$ cat src/include/lpcs_defines.vh
//
// Functional notes
// Input powerdown while running from the input clock stops the core clock.
// System holds chip reset low at least 20 us to restart the input.
// Chip reset low clears the input powerdown bit, restoring input power.
// Core leaves its reset state once the chip reset pin returns high.
// Firmware selects ring oscillator, waits two no-ops, then powers input down.
// Ring selected with input powered down keeps the core on slow ticks.
// Firmware powers input up, waits on the timer, then deselects the ring.
// Countdown timer flags expiry on reaching zero; firmware polls or interrupts.
// Firmware enables the synthesizer and waits for lock before selecting it.
// Sequences without synthesizer need synthesizer enable and select both zero.
// Sleep request stops the core, keeps interrupt logic; peripherals may stop.
// Writing 0x8000 to the loop-flag register sleeps; an interrupt wakes.
// Sleeping on the ring oscillator, wake-up waits for a ring tick.
// Firmware selects the ring oscillator before powering the input down.
// Power word 0x40F0 stops peripherals, selects slow; 0xC0F0 adds input off.
// Power word 0x0000 restores peripherals and the fast clock.
// Software stop halts all clocking; either wake pin or reset restarts.
// Wake pin zero clears clock halt; status bit cleared by writing 0x0010.
// With input powered down, wake-up is dominated by the input start-up.
// Timer control 0x0010 starts the countdown with countdown_divider two.
// Timer expiry sets status bit 8; writing 0x0100 clears it.
// Clock halt stops the core clock from any source; reset or pins clear it.
// Enabled wake pin clears clock halt without losing state or resetting.
// Ring and fast clock switching only at tick boundaries, no short pulses.
// Power word: bit 15 input powerdown, bit 14 ring select, 7:4 peripherals.
// Core state survives sleep and stop when woken by a pin.
`ifndef LPCS_DEFINES_VH
`define LPCS_DEFINES_VH

// register byte offsets
`define LPCS_OFF_POWER     8'h00
`define LPCS_OFF_LOOPFLAG  8'h04
`define LPCS_OFF_IRQSTAT   8'h08
`define LPCS_OFF_TMRCTRL   8'h0C
`define LPCS_OFF_TMRCOUNT  8'h10
`define LPCS_OFF_CLKSTAT   8'h14

// power control word fields
`define LPCS_PWR_INPUT_OFF 15
`define LPCS_PWR_RING_SEL  14
`define LPCS_PWR_HALT      13
`define LPCS_PWR_IRQ0_WEN  12
`define LPCS_PWR_IRQ1_WEN  11
`define LPCS_PWR_PERIPH_HI 7
`define LPCS_PWR_PERIPH_LO 4
`define LPCS_PWR_RESET     16'h0000

// loop-flag and status fields
`define LPCS_LOOP_SLEEP    15
`define LPCS_STAT_IRQ0     4
`define LPCS_STAT_IRQ1     5
`define LPCS_STAT_TIMER    8

// timer control fields
`define LPCS_TMR_RUN       4
`define LPCS_TMR_PRE_HI    3
`define LPCS_TMR_PRE_LO    0

// timing
`define LPCS_CLK_MHZ       125
`define LPCS_STARTUP_US    20
`define LPCS_STARTUP_CYC   (`LPCS_STARTUP_US * `LPCS_CLK_MHZ)
`define LPCS_RING_DIV      16

`endif

$ cat src/hdl/lpcs_sync.v
module lpcs_sync #(
   parameter WIDTH = 1,
   parameter [WIDTH-1:0] INIT = {WIDTH{1'b0}}
) (
   input  wire             i_clk,
   input  wire             i_sys_rst,
   input  wire [WIDTH-1:0] i_async,
   output wire [WIDTH-1:0] o_sync
);

   reg [WIDTH-1:0] stage_one;
   reg [WIDTH-1:0] stage_two;

   always @(posedge i_clk or posedge i_sys_rst) begin
      if (i_sys_rst) begin
         stage_one <= INIT;
         stage_two <= INIT;
      end else begin
         stage_one <= i_async;
         stage_two <= stage_one;
      end
   end

   assign o_sync = stage_two;

endmodule // lpcs_sync

$ cat src/hdl/lpcs_countdown.v
`include "lpcs_defines.vh"

module lpcs_countdown #(
   parameter CW = 16
) (
   input  wire          i_clk,
   input  wire          i_sys_rst,
   input  wire          i_tick,
   input  wire          i_run,
   input  wire [3:0]    i_countdown_divider,
   input  wire          i_load,
   input  wire [CW-1:0] i_load_value,
   output reg  [CW-1:0] o_count,
   output reg           o_expired
);

   reg [15:0] pre_count;
   reg        armed;
   wire [15:0] pre_limit;
   wire        pre_done;

   // countdown_divider code n divides by 2^(n+1): code 0 gives two
   assign pre_limit = (16'h0002 << i_countdown_divider) - 16'h0001;
   assign pre_done  = (pre_count >= pre_limit);

   always @(posedge i_clk or posedge i_sys_rst) begin
      if (i_sys_rst) begin
         o_count   <= {CW{1'b0}};
         pre_count <= 16'h0000;
         armed     <= 1'b0;
         o_expired <= 1'b0;
      end else begin
         o_expired <= 1'b0;
         if (i_load) begin
            o_count   <= i_load_value;
            pre_count <= 16'h0000;
            armed     <= 1'b1;
         end else if (i_run && armed && i_tick) begin
            if (pre_done) begin
               pre_count <= 16'h0000;
               if (o_count <= {{(CW-1){1'b0}}, 1'b1}) begin
                  o_count   <= {CW{1'b0}};
                  armed     <= 1'b0;
                  o_expired <= 1'b1;
               end else begin
                  o_count <= o_count - {{(CW-1){1'b0}}, 1'b1};
               end
            end else begin
               pre_count <= pre_count + 16'h0001;
            end
         end
      end
   end

endmodule // lpcs_countdown

$ cat src/hdl/lpcs_top.v
`include "lpcs_defines.vh"

module lpcs_top #(
   parameter RING_DIV    = `LPCS_RING_DIV,
   parameter STARTUP_CYC = `LPCS_STARTUP_CYC
) (
   input  wire        i_clk,
   input  wire        i_sys_rst,
   // apb slave
   input  wire [7:0]  i_paddr,
   input  wire        i_psel,
   input  wire        i_penable,
   input  wire        i_pwrite,
   input  wire [31:0] i_pwdata,
   output reg  [31:0] o_prdata,
   output wire        o_pready,
   output wire        o_pslverr,
   // pins from system logic
   input  wire        i_chip_reset_low,
   input  wire        i_wake_irq_zero,
   input  wire        i_wake_irq_one,
   // clock and power controls
   output wire        o_core_clk_en,
   output wire        o_core_reset,
   output wire        o_input_power_on,
   output wire        o_ring_osc_power,
   output wire [3:0]  o_periph_disable,
   output wire        o_sleeping,
   output wire        o_halted
);

   ////////////////////////////////////////////////////////////////////////
   // decode helper

   function reg_hit;
      input [7:0] addr;
      input [7:0] offset;
      begin
         reg_hit = (addr == offset);
      end
   endfunction

   ////////////////////////////////////////////////////////////////////////
   // pin synchronisers

   wire [2:0] pins_sync;
   wire       chip_reset_low_s;
   wire       wake_zero_s;
   wire       wake_one_s;

   lpcs_sync #(
      .WIDTH (3),
      .INIT  (3'b001)
   ) u_pin_sync (
      .i_clk     (i_clk),
      .i_sys_rst (i_sys_rst),
      .i_async   ({i_wake_irq_one, i_wake_irq_zero, i_chip_reset_low}),
      .o_sync    (pins_sync)
   );

   assign chip_reset_low_s = pins_sync[0];
   assign wake_zero_s      = pins_sync[1];
   assign wake_one_s       = pins_sync[2];

   reg  wake_zero_q;
   reg  wake_one_q;
   reg  chip_reset_q;
   wire wake_zero_rise;
   wire wake_one_rise;
   wire chip_reset_fall;

   always @(posedge i_clk or posedge i_sys_rst) begin
      if (i_sys_rst) begin
         wake_zero_q  <= 1'b0;
         wake_one_q   <= 1'b0;
         chip_reset_q <= 1'b1;
      end else begin
         wake_zero_q  <= wake_zero_s;
         wake_one_q   <= wake_one_s;
         chip_reset_q <= chip_reset_low_s;
      end
   end

   assign wake_zero_rise  = wake_zero_s & ~wake_zero_q;
   assign wake_one_rise   = wake_one_s & ~wake_one_q;
   assign chip_reset_fall = ~chip_reset_low_s & chip_reset_q;

   // core held in reset while the pin is low, runs after it rises
   wire pin_reset = ~chip_reset_low_s;
   assign o_core_reset = pin_reset;

   ////////////////////////////////////////////////////////////////////////
   // apb access

   wire apb_access = i_psel & i_penable;
   wire apb_write  = apb_access & i_pwrite;
   wire mapped     = reg_hit(i_paddr, `LPCS_OFF_POWER)
                   | reg_hit(i_paddr, `LPCS_OFF_LOOPFLAG)
                   | reg_hit(i_paddr, `LPCS_OFF_IRQSTAT)
                   | reg_hit(i_paddr, `LPCS_OFF_TMRCTRL)
                   | reg_hit(i_paddr, `LPCS_OFF_TMRCOUNT)
                   | reg_hit(i_paddr, `LPCS_OFF_CLKSTAT);

   wire wr_power  = apb_write & reg_hit(i_paddr, `LPCS_OFF_POWER);
   wire wr_loop   = apb_write & reg_hit(i_paddr, `LPCS_OFF_LOOPFLAG);
   wire wr_stat   = apb_write & reg_hit(i_paddr, `LPCS_OFF_IRQSTAT);
   wire wr_tctrl  = apb_write & reg_hit(i_paddr, `LPCS_OFF_TMRCTRL);
   wire wr_tcount = apb_write & reg_hit(i_paddr, `LPCS_OFF_TMRCOUNT);

   assign o_pready  = 1'b1;
   assign o_pslverr = apb_access & ~mapped;

   ////////////////////////////////////////////////////////////////////////
   // power control word

   reg  [15:0] power_word;
   wire        clock_input_powerdown = power_word[`LPCS_PWR_INPUT_OFF];
   wire        ring_osc_select       = power_word[`LPCS_PWR_RING_SEL];
   wire        clock_halt            = power_word[`LPCS_PWR_HALT];
   wire        irq_zero_wake_enable  = power_word[`LPCS_PWR_IRQ0_WEN];
   wire        irq_one_wake_enable   = power_word[`LPCS_PWR_IRQ1_WEN];
   wire        halt_wake;
   reg  [15:0] next_power_word;

   // any enabled wake pin releases the halt; state is kept intact
   assign halt_wake = (wake_zero_s & irq_zero_wake_enable)
                    | (wake_one_s & irq_one_wake_enable);

   always @* begin
      next_power_word = power_word;
      if (wr_power) begin
         next_power_word = i_pwdata[15:0];
         next_power_word[10:8] = 3'b000;
         next_power_word[3:0]  = 4'h0;
      end
      if (halt_wake) begin
         next_power_word[`LPCS_PWR_HALT] = 1'b0;
      end
   end

   always @(posedge i_clk or posedge i_sys_rst) begin
      if (i_sys_rst) begin
         power_word <= `LPCS_PWR_RESET;
      end else if (pin_reset) begin
         // reset pin clears input powerdown and the whole word
         power_word <= `LPCS_PWR_RESET;
      end else begin
         power_word <= next_power_word;
      end
   end

   assign o_periph_disable =
      power_word[`LPCS_PWR_PERIPH_HI:`LPCS_PWR_PERIPH_LO];
   assign o_input_power_on = ~clock_input_powerdown;
   assign o_halted         = clock_halt;

   ////////////////////////////////////////////////////////////////////////
   // input start-up timing

   reg [15:0] startup_count;
   wire       input_stable = (startup_count >= STARTUP_CYC[15:0]);

   // fast clock not usable until the input has settled again
   always @(posedge i_clk or posedge i_sys_rst) begin
      if (i_sys_rst) begin
         startup_count <= 16'h0000;
      end else if (clock_input_powerdown || chip_reset_fall) begin
         // a pin reset restarts the input, so its settling begins anew
         startup_count <= 16'h0000;
      end else if (!input_stable) begin
         startup_count <= startup_count + 16'h0001;
      end
   end

   ////////////////////////////////////////////////////////////////////////
   // ring oscillator and glitch-free source switch

   reg  [15:0] ring_div;
   reg         ring_active;
   wire        ring_powered;
   wire        ring_tick;
   wire        fast_ok;
   wire        src_tick;

   // in deep sleep the ring powers down in the same cycle as the core clock stops
   assign ring_powered = (ring_osc_select | ring_active) & ~clock_halt;
   assign ring_tick    = ring_powered & (ring_div == 16'h0000);
   assign fast_ok      = ~clock_input_powerdown & input_stable;

   always @(posedge i_clk or posedge i_sys_rst) begin
      if (i_sys_rst) begin
         ring_div <= 16'h0000;
      end else if (!ring_powered) begin
         ring_div <= 16'h0000;
      end else if (ring_div >= RING_DIV[15:0] - 16'h0001) begin
         ring_div <= 16'h0000;
      end else begin
         ring_div <= ring_div + 16'h0001;
      end
   end

   // selection moves to the ring at once and back to fast only on a ring tick,
   // which is also a fast edge, so neither source is ever cut short
   always @(posedge i_clk or posedge i_sys_rst) begin
      if (i_sys_rst) begin
         ring_active <= 1'b0;
      end else if (pin_reset) begin
         ring_active <= 1'b0;
      end else if (ring_active != ring_osc_select) begin
         if (ring_tick || (!ring_active && !clock_halt)) begin
            ring_active <= ring_osc_select;
         end
      end
   end

   // ring keeps the core going with the input off; fast needs the input
   assign src_tick = ring_active ? ring_tick
                                 : fast_ok;

   ////////////////////////////////////////////////////////////////////////
   // countdown timer

   reg  [15:0] timer_ctrl;
   reg  [15:0] timer_load;
   wire [15:0] countdown_count;
   wire        timer_expired;
   wire        timer_tick;

   // timer stops with the clocks and with its peripheral disable
   assign timer_tick = src_tick & ~clock_halt & ~o_periph_disable[0];

   always @(posedge i_clk or posedge i_sys_rst) begin
      if (i_sys_rst) begin
         timer_ctrl <= 16'h0000;
         timer_load <= 16'h0000;
      end else if (pin_reset) begin
         timer_ctrl <= 16'h0000;
      end else begin
         if (wr_tctrl) begin
            timer_ctrl <= i_pwdata[15:0];
         end
         if (wr_tcount) begin
            timer_load <= i_pwdata[15:0];
         end
      end
   end

   lpcs_countdown #(
      .CW (16)
   ) u_countdown (
      .i_clk        (i_clk),
      .i_sys_rst    (i_sys_rst),
      .i_tick       (timer_tick),
      .i_run        (timer_ctrl[`LPCS_TMR_RUN]),
      .i_countdown_divider   (timer_ctrl[`LPCS_TMR_PRE_HI:`LPCS_TMR_PRE_LO]),
      .i_load       (wr_tcount),
      .i_load_value (i_pwdata[15:0]),
      .o_count      (countdown_count),
      .o_expired    (timer_expired)
   );

   ////////////////////////////////////////////////////////////////////////
   // interrupt status, write one to clear, set wins

   reg  [15:0] irq_status;
   reg  [15:0] next_irq_status;

   always @* begin
      next_irq_status = irq_status;
      if (wr_stat) begin
         next_irq_status = irq_status & ~i_pwdata[15:0];
      end
      if (wake_zero_rise) begin
         next_irq_status[`LPCS_STAT_IRQ0] = 1'b1;
      end
      if (wake_one_rise) begin
         next_irq_status[`LPCS_STAT_IRQ1] = 1'b1;
      end
      if (timer_expired) begin
         next_irq_status[`LPCS_STAT_TIMER] = 1'b1;
      end
   end

   always @(posedge i_clk or posedge i_sys_rst) begin
      if (i_sys_rst) begin
         irq_status <= 16'h0000;
      end else if (pin_reset) begin
         irq_status <= 16'h0000;
      end else begin
         irq_status <= next_irq_status;
      end
   end

   ////////////////////////////////////////////////////////////////////////
   // sleep request

   reg  sleep_req;
   wire sleep_wake = wake_zero_rise | wake_one_rise | timer_expired;
   reg  wake_held;

   // the wake is held until a source tick, so on the ring the
   // latency is up to one ring period
   always @(posedge i_clk or posedge i_sys_rst) begin
      if (i_sys_rst) begin
         sleep_req <= 1'b0;
         wake_held <= 1'b0;
      end else if (pin_reset) begin
         sleep_req <= 1'b0;
         wake_held <= 1'b0;
      end else if (sleep_req) begin
         if (sleep_wake) begin
            wake_held <= 1'b1;
         end
         if ((sleep_wake || wake_held) && src_tick) begin
            sleep_req <= 1'b0;
            wake_held <= 1'b0;
         end
      end else if (wr_loop && i_pwdata[`LPCS_LOOP_SLEEP]) begin
         // cannot enter sleep without a running processor clock
         if (!clock_halt && (src_tick || fast_ok || ring_active)) begin
            sleep_req <= 1'b1;
         end
      end
   end

   assign o_sleeping = sleep_req;

   ////////////////////////////////////////////////////////////////////////
   // core clock enable

   // halt and sleep only gate the enable, nothing in the core is reset
   assign o_core_clk_en = src_tick & ~clock_halt
                        & ~sleep_req & ~pin_reset;
   assign o_ring_osc_power = ring_powered;

   ////////////////////////////////////////////////////////////////////////
   // read data

   always @(posedge i_clk or posedge i_sys_rst) begin
      if (i_sys_rst) begin
         o_prdata <= 32'h00000000;
      end else if (i_psel && !i_penable && !i_pwrite) begin
         case (i_paddr)
            `LPCS_OFF_POWER: begin
               o_prdata <= {16'h0000, power_word};
            end
            `LPCS_OFF_LOOPFLAG: begin
               o_prdata <= {16'h0000, sleep_req, 15'h0000};
            end
            `LPCS_OFF_IRQSTAT: begin
               o_prdata <= {16'h0000, irq_status};
            end
            `LPCS_OFF_TMRCTRL: begin
               o_prdata <= {16'h0000, timer_ctrl};
            end
            `LPCS_OFF_TMRCOUNT: begin
               o_prdata <= {16'h0000, countdown_count};
            end
            `LPCS_OFF_CLKSTAT: begin
               o_prdata <= {26'h0000000, ring_powered, clock_halt,
                            sleep_req, input_stable, ring_active,
                            fast_ok};
            end
            default: begin
               o_prdata <= 32'h00000000;
            end
         endcase
      end
   end

endmodule // lpcs_top

$ cat config.mk
export PLATFORM = sky130hd
export DESIGN_NAME = lpcs_top
export DESIGN_NICKNAME = d
export VERILOG_FILES = /design/src/hdl/lpcs_sync.v /design/src/hdl/lpcs_countdown.v /design/src/hdl/lpcs_top.v
export VERILOG_INCLUDE_DIRS = /design/src /design/src/include
export SDC_FILE = /design/constraint.sdc
export NUM_CORES = 1
export LEC_CHECK = 0
export ABC_AREA = 1
export BUFFER_PORTS_ARGS = -buffer_cell sky130_fd_sc_hd__buf_2
export CORE_ASPECT_RATIO = 0.7
export CORE_UTILIZATION = 55
export CTS_CLUSTER_DIAMETER = 200
export DETAILED_ROUTE_END_ITERATION = 8
export GPL_TIMING_DRIVEN = 0
export PLACE_DENSITY = 0.74
export REMOVE_ABC_BUFFERS = 1
export SLEW_MARGIN = 20
export SYNTH_ARGS = -nofsm -noshare
export SYNTH_HDL_FRONTEND = slang
export SYNTH_SLANG_ARGS = --single-unit
$ cat constraint.sdc
create_clock -name i_clk -period 8.1 [get_ports i_clk]
set_input_delay 0.405 -clock i_clk [delete_from_list [all_inputs] [get_ports i_clk]]
set_output_delay 0.405 -clock i_clk [all_outputs]
set_load 0.02 [all_outputs]
Yosys cells after proc, flatten, opt, wreduce, memory -nomap -nowiden
Cells that the tools add are included.

operators by class
  shift operators = 1
  $lt $le $gt $ge = 4
  eq/ne operators = 18
  bitwise gates (word level) = 39
  add/subtract/negate cells = 5
  multiplexer cells = 43
  reductions and logical operators = 26

operators with widths
  operator                 count
  $mux W16                 17
  $pmux W16 S6             1
  $add A16 B1 Y16 const B  3
  $sub A16 B1 Y16 const B  2
  $mux W1                  25
  $and A1 B1 Y1            20
  $and A16 B16 Y16         1
  $eq A8 B4 Y1 const B     2
  $eq A8 B5 Y1 const B     2
  $ge A16 B12 Y1 const B   1
  $ge A16 B16 Y1           1
  $ge A16 B4 Y1 const B    1
  $le A16 B1 Y1 const B    1
  $logic_not A16 Y1        1
  $not A16 Y16             1
  $shl A2 B4 Y16 const A   1
  $ne A2 B2 Y1 const B     6
  $ne A3 B3 Y1 const B     4
  $or A1 B1 Y1             9
  $eq A8 B3 Y1 const B     1
  $logic_and A1 B1 Y1      8
  $logic_not A8 Y1         1
  $not A1 Y1               8
  $reduce_and A2 Y1        3
  7 further kinds          16

storage, ports and cells
  input port bits = 48
  word-level logic and storage cells = 158
  output and inout port bits = 44
  register bits = 158

Longest topological paths before layout
  depth in word-level cells = 11
  gate-level depth with buffers = 26
  gate-level depth less buffers = 24

Hierarchy
A second synthesis with hierarchy kept.

second synthesis, totals
  cells, all modules = 994
  area total of the unflattened synthesis = 7726.2 sq um

modules (own cells, without submodules)
  module          times used  area an instance (sq um)  cells each
  lpcs_top        1           4797.1                    587
  lpcs_countdown  1           2772.7                    400
  lpcs_sync       1           156.4                     7

Least setup slack after synthesis
Ideal clock, no wire load.

  kind = register -> register
  start = reg timer_ctrl[2]
  end = reg u_countdown.o_count[0]
  path buffers = 3
  data arrival time = 2.906 ns
  clock period less this slack = 3.023 ns
  stages on the path, launching flop included = 25
  required time = 7.983 ns
  path slack = 5.077 ns
  cells stage by stage = dfrtp_1 buf_4 nor2_1 inv_1 nor2_1 inv_1 ha_1 inv_1 nor2_1 inv_1 a21oi_1 inv_1 a31oi_1 xor2_1 ha_1 a21oi_1 o21ai_0 a21oi_1 nand2_1 inv_1 nand2_2 buf_6 buf_4 nand3_1 nand2_1

between the ends
  word-level cells in the longest chain between the ends = 5

ends and longest elaborated chain
  item                          RTL line             text
  from (decl)                   lpcs_top.v:223       reg [15:0] timer_ctrl;
  from (signal assigned)        lpcs_top.v:240       timer_ctrl <= i_pwdata[15:0];
  $shl A2 B4 Y16                lpcs_countdown.v:23  assign pre_limit = (16'h0002 << i_countdown_divider) - 16'h0001;
  $sub A16 B1 Y16               lpcs_countdown.v:23
  $ge A16 B16 Y1                lpcs_countdown.v:24  assign pre_done = (pre_count >= pre_limit);
  $reduce_bool A2 Y1 (no line)  -
  $reduce_and A2 Y1 (no line)   -
  to (signal assigned)          lpcs_countdown.v:28  o_count <= {CW{1'b0}};
  to (signal assigned)          lpcs_countdown.v:35  o_count <= i_load_value;
  to (signal assigned)          lpcs_countdown.v:42  o_count <= {CW{1'b0}};
  to (decl)                     lpcs_countdown.v:13  output reg [CW-1:0] o_count,

Every way passes these cells.
A chain may end at the register's enable or synchronous reset.

Final worst setup path
  start = reg timer_ctrl[2]
  end = reg u_countdown.o_count[12]

Same word-level chain as after synthesis.

==> flow_metrics.tcl <==
set metrics [dict create \
    status "completed" \
    rows 35 \
    synth_seq_area_share 0.4491 \
    cts_hold_buf 0 \
    ys_seq_elements 135 \
    synthMuxAreaShare 0 \
    critPathMaxFanout 20 \
    hp-class "input port to asynchronous set/reset pin" \
    nNetsFinal 1097 \
    hpwl_mm 13.30 \
    r2r_end "u_countdown.o_count[12]$_DFFE_PP0P_" \
    timing.rr.start "timer_ctrl[2]$_DFFE_PP0P_" \
    design_area_um2 8499 \
    p_per_area_nw_per_um2 187.4 \
    n_fill_cell 1143 \
    die_w_um 141.9 \
    post-route-drc-count 0 \
    grt_overflow 0 \
    io_buffers 58 \
    vias_per_cell 5.440 \
    ant_nets 0 \
    fmax_ghz 0.2468 \
    clk_latency_ns 0.43 \
    diodes 0 \
    drtIter0Drc 689 \
    drive_gt1_frac 0.1137 \
    drv_cap 0 \
    gp_congestion 0.9323 \
    path_cells "nor2_1 -> inv_1 -> nor2_1 -> inv_1 -> ha_1 -> inv_1 -> nor2_1 -> inv_1 -> a21oi_1 -> inv_1 -> a31oi_1 -> xor2_1 -> ha_1 -> a21oi_1 -> o21ai_0 -> a21oi_1 -> nand2_1 -> inv_1 -> nand2_2 -> nand2_4 -> nand2_1 -> nand2_1" \
    postPlaceCellArea_um2 7880 \
    crit_required_ns 8.46 \
    pre_cts_slack_ns 4.139 \
    setup_violations 0 \
    cts_sinks 135 \
    tightestPinTransition_ns 0.9211 \
    slowest_delay_ns 0.50 \
    fin_crit_ns 4.052 \
    fin_setup_tns_ns 0 \
    dieArea_um2 14170 \
    worstSetupEndpointType "register" \
    drt-total-wl_mm 19.01 \
    start_util 0.5676 \
    synthFlopType "dfrtp_1" \
    skew_ns 0.01480 \
    drv_slew 0 \
    netlist_area_um2 7531 \
    ir_drop_uv 145.0 \
    arrival_ns 4.41 \
    root_buffer "clkbuf_16" \
    tritoncts "done" \
    holdWs_ns 0.03328 \
    rsz0062_at_grt "false" \
    synth_warnings 0 \
    antenna_found_initial 0 \
    post_cts_buffers 0 \
    ios 92 \
    r2r_setup_slack_ns 4.05 \
    crit_top_cell "inv_1" \
    numCtsBuffers 17 \
    synth-simple-area-share 0.2633 \
    syn_inst 965 \
    num_vias 6653 \
    synth-xor-area-share 0.02791 \
    core_area_um2 13270 \
    synth_edf_count 0 \
    post_cts_resized 0 \
    die_y_um 99.90 \
    worst_path_max_delay_cell "dfrtp_1" \
    synth_cell_types 48 \
    synth_compound_area_frac 0.1106 \
    synth_top_family_by_area "simple AND/OR/NAND/NOR gates" \
    clkTransAtPathRegs_ns 0.07 \
    dr.pass1.iters 5 \
    p_leak_nw 4.390 \
    wl_per_cell_um 15.55 \
    relSlewSlack 0.3812 \
    syn-mean-instance-area_um2 7.804 \
    grt_max_degree 75 \
    finalWorstSetupSlack_ns 4.048 \
    syn_to_final_growth_pct 12.86 \
    first_global_vias 5945 \
    worst_r2r_path_depth 22 \
    yosys.area_share.adder 0.03987 \
    track_usage 0.2844 \
    async_flop_share 1.000 \
    crit_type "register to register" \
    final.period_utilization 0.5003 \
    cts-htree-levels 4 \
    grt_pass1_wl_mm 30.88 \
    cp-start-kind "register" \
    hold_viol_final 0 \
    cts_max_path_buffers 2 \
]
## worst max path at each step
stage / start / end / slack (ns) / cells past startpoint
finish: timer_ctrl[2]$_DFFE_PP0P_ / u_countdown.o_count[12]$_DFFE_PP0P_ / 4.05 / 22
global route: timer_ctrl[2]$_DFFE_PP0P_ / u_countdown.o_count[12]$_DFFE_PP0P_ / 3.63 / 22
CTS: timer_ctrl[2]$_DFFE_PP0P_ / u_countdown.o_count[12]$_DFFE_PP0P_ / 4.11 / 22
detailed placement: timer_ctrl[2]$_DFFE_PP0P_ / u_countdown.o_count[1]$_DFFE_PP0P_ / 4.14 / 22
global placement: i_sys_rst / irq_status[11]$_DFFE_PP0P_ / 2.52 / 2
floorplan: i_sys_rst / irq_status[0]$_DFFE_PP0P_ / 4.09 / 1
## report_power, final
group          internal, mW  switching [mW]
Sequential            0.691          0.0167
Combinational        0.0262          0.0684
Clock                 0.422           0.370
## metal layers
metal | wire, um | track usage
met5 | 0 | 0
met4 | 216 | 0.08437
met3 | 1755 | 0.07013
met2 | 7782 | 0.3941
met1 | 9258 | 0.4362
## critical path: cells and delay by family, from the launching register on
kind	cells	cell delay, ns
adder cells (fa/ha/maj)	2	0.46
AND/OR/NAND/NOR	8	1.51
buffers and inverters	6	0.64
AO/OA/AOI/OAI	5	0.66
flip-flops	1	0.50
XOR/XNOR	1	0.21
## cell usage after synthesis (all sizes together), types with 2 or more instances
cell     instances  area share
nand3           69       0.050
nand2          238        0.12
o21ai           62       0.042
or2              2      0.0017
nor4             3      0.0025
dfrtp          132        0.44
nor3            33       0.023
ha              24       0.040
o22ai           36       0.030
dfstp            3       0.010
o2111ai          2      0.0023
buf             39       0.038
clkbuf           6      0.0030
clkinv           2      0.0010
nand4           14       0.012
inv            132       0.066
xnor2            5      0.0058
xor2            19       0.022
nor2            92       0.048
a21oi           36       0.025
conb             2      0.0010
a31oi            2      0.0017
## logic make-up after synthesis
kind of cell | Yosys count
AO/OA/AOI/OAI | 147
flip-flops | 135
adder cells (fa/ha/maj) | 24
XOR/XNOR | 24
AND/OR/NAND/NOR | 454
other | 2
buffers and inverters | 179
## sequential cells by signal, summed over array words and instances, names as in the netlist, 3 cells and up
| register | cells |
|---|---|
| irq_status | 16 |
| startup_count | 16 |
| u_countdown.pre_count | 16 |
| u_countdown.o_count | 16 |
| ring_div | 16 |
| power_word | 9 |
| u_pin_sync.stage_one | 3 |
| o_prdata | 16 |
| timer_ctrl | 16 |
| u_pin_sync.o_sync | 3 |
## placed cells by master (no fill, tap or decap), types with 7 or more instances in the layout
master	Yosys	routed
nand4_1	14	14
conb_1	2	29
a21oi_1	35	35
o21ai_0	59	59
xor2_1	19	19
nand2_1	232	232
nor2_1	89	88
ha_1	24	24
o22ai_1	36	36
clkinv_8	0	7
nand3_1	66	66
clkbuf_16	0	17
dfrtp_1	132	132
buf_2	6	58
nor3_1	32	32
inv_1	128	127
## per-stage QoR
stage	util	power [mW]	cells
finish	0.6405	1.593	1223
floorplan	-	0.7777	947
CTS	0.6405	1.597	1223
detailed placement	0.5939	0.8138	1191
global route	0.6405	1.648	1223
global placement	0.5910	0.8074	1190
## final cells by class
class / instances / area, um^2 / area share
clock buffer: 17 / 425.4 / 0.05005
timing repair buffer: 59 / 317.8 / 0.03739
inverter: 134 / 510.5 / 0.06006
multi-input combinational: 678 / 3438 / 0.4045
clock inverter: 15 / 193.9 / 0.02282
tap: 185 / 231.5 / 0.02723
sequential: 135 / 3382 / 0.3979
Note: power is estimated with default switching activity, not from simulation.
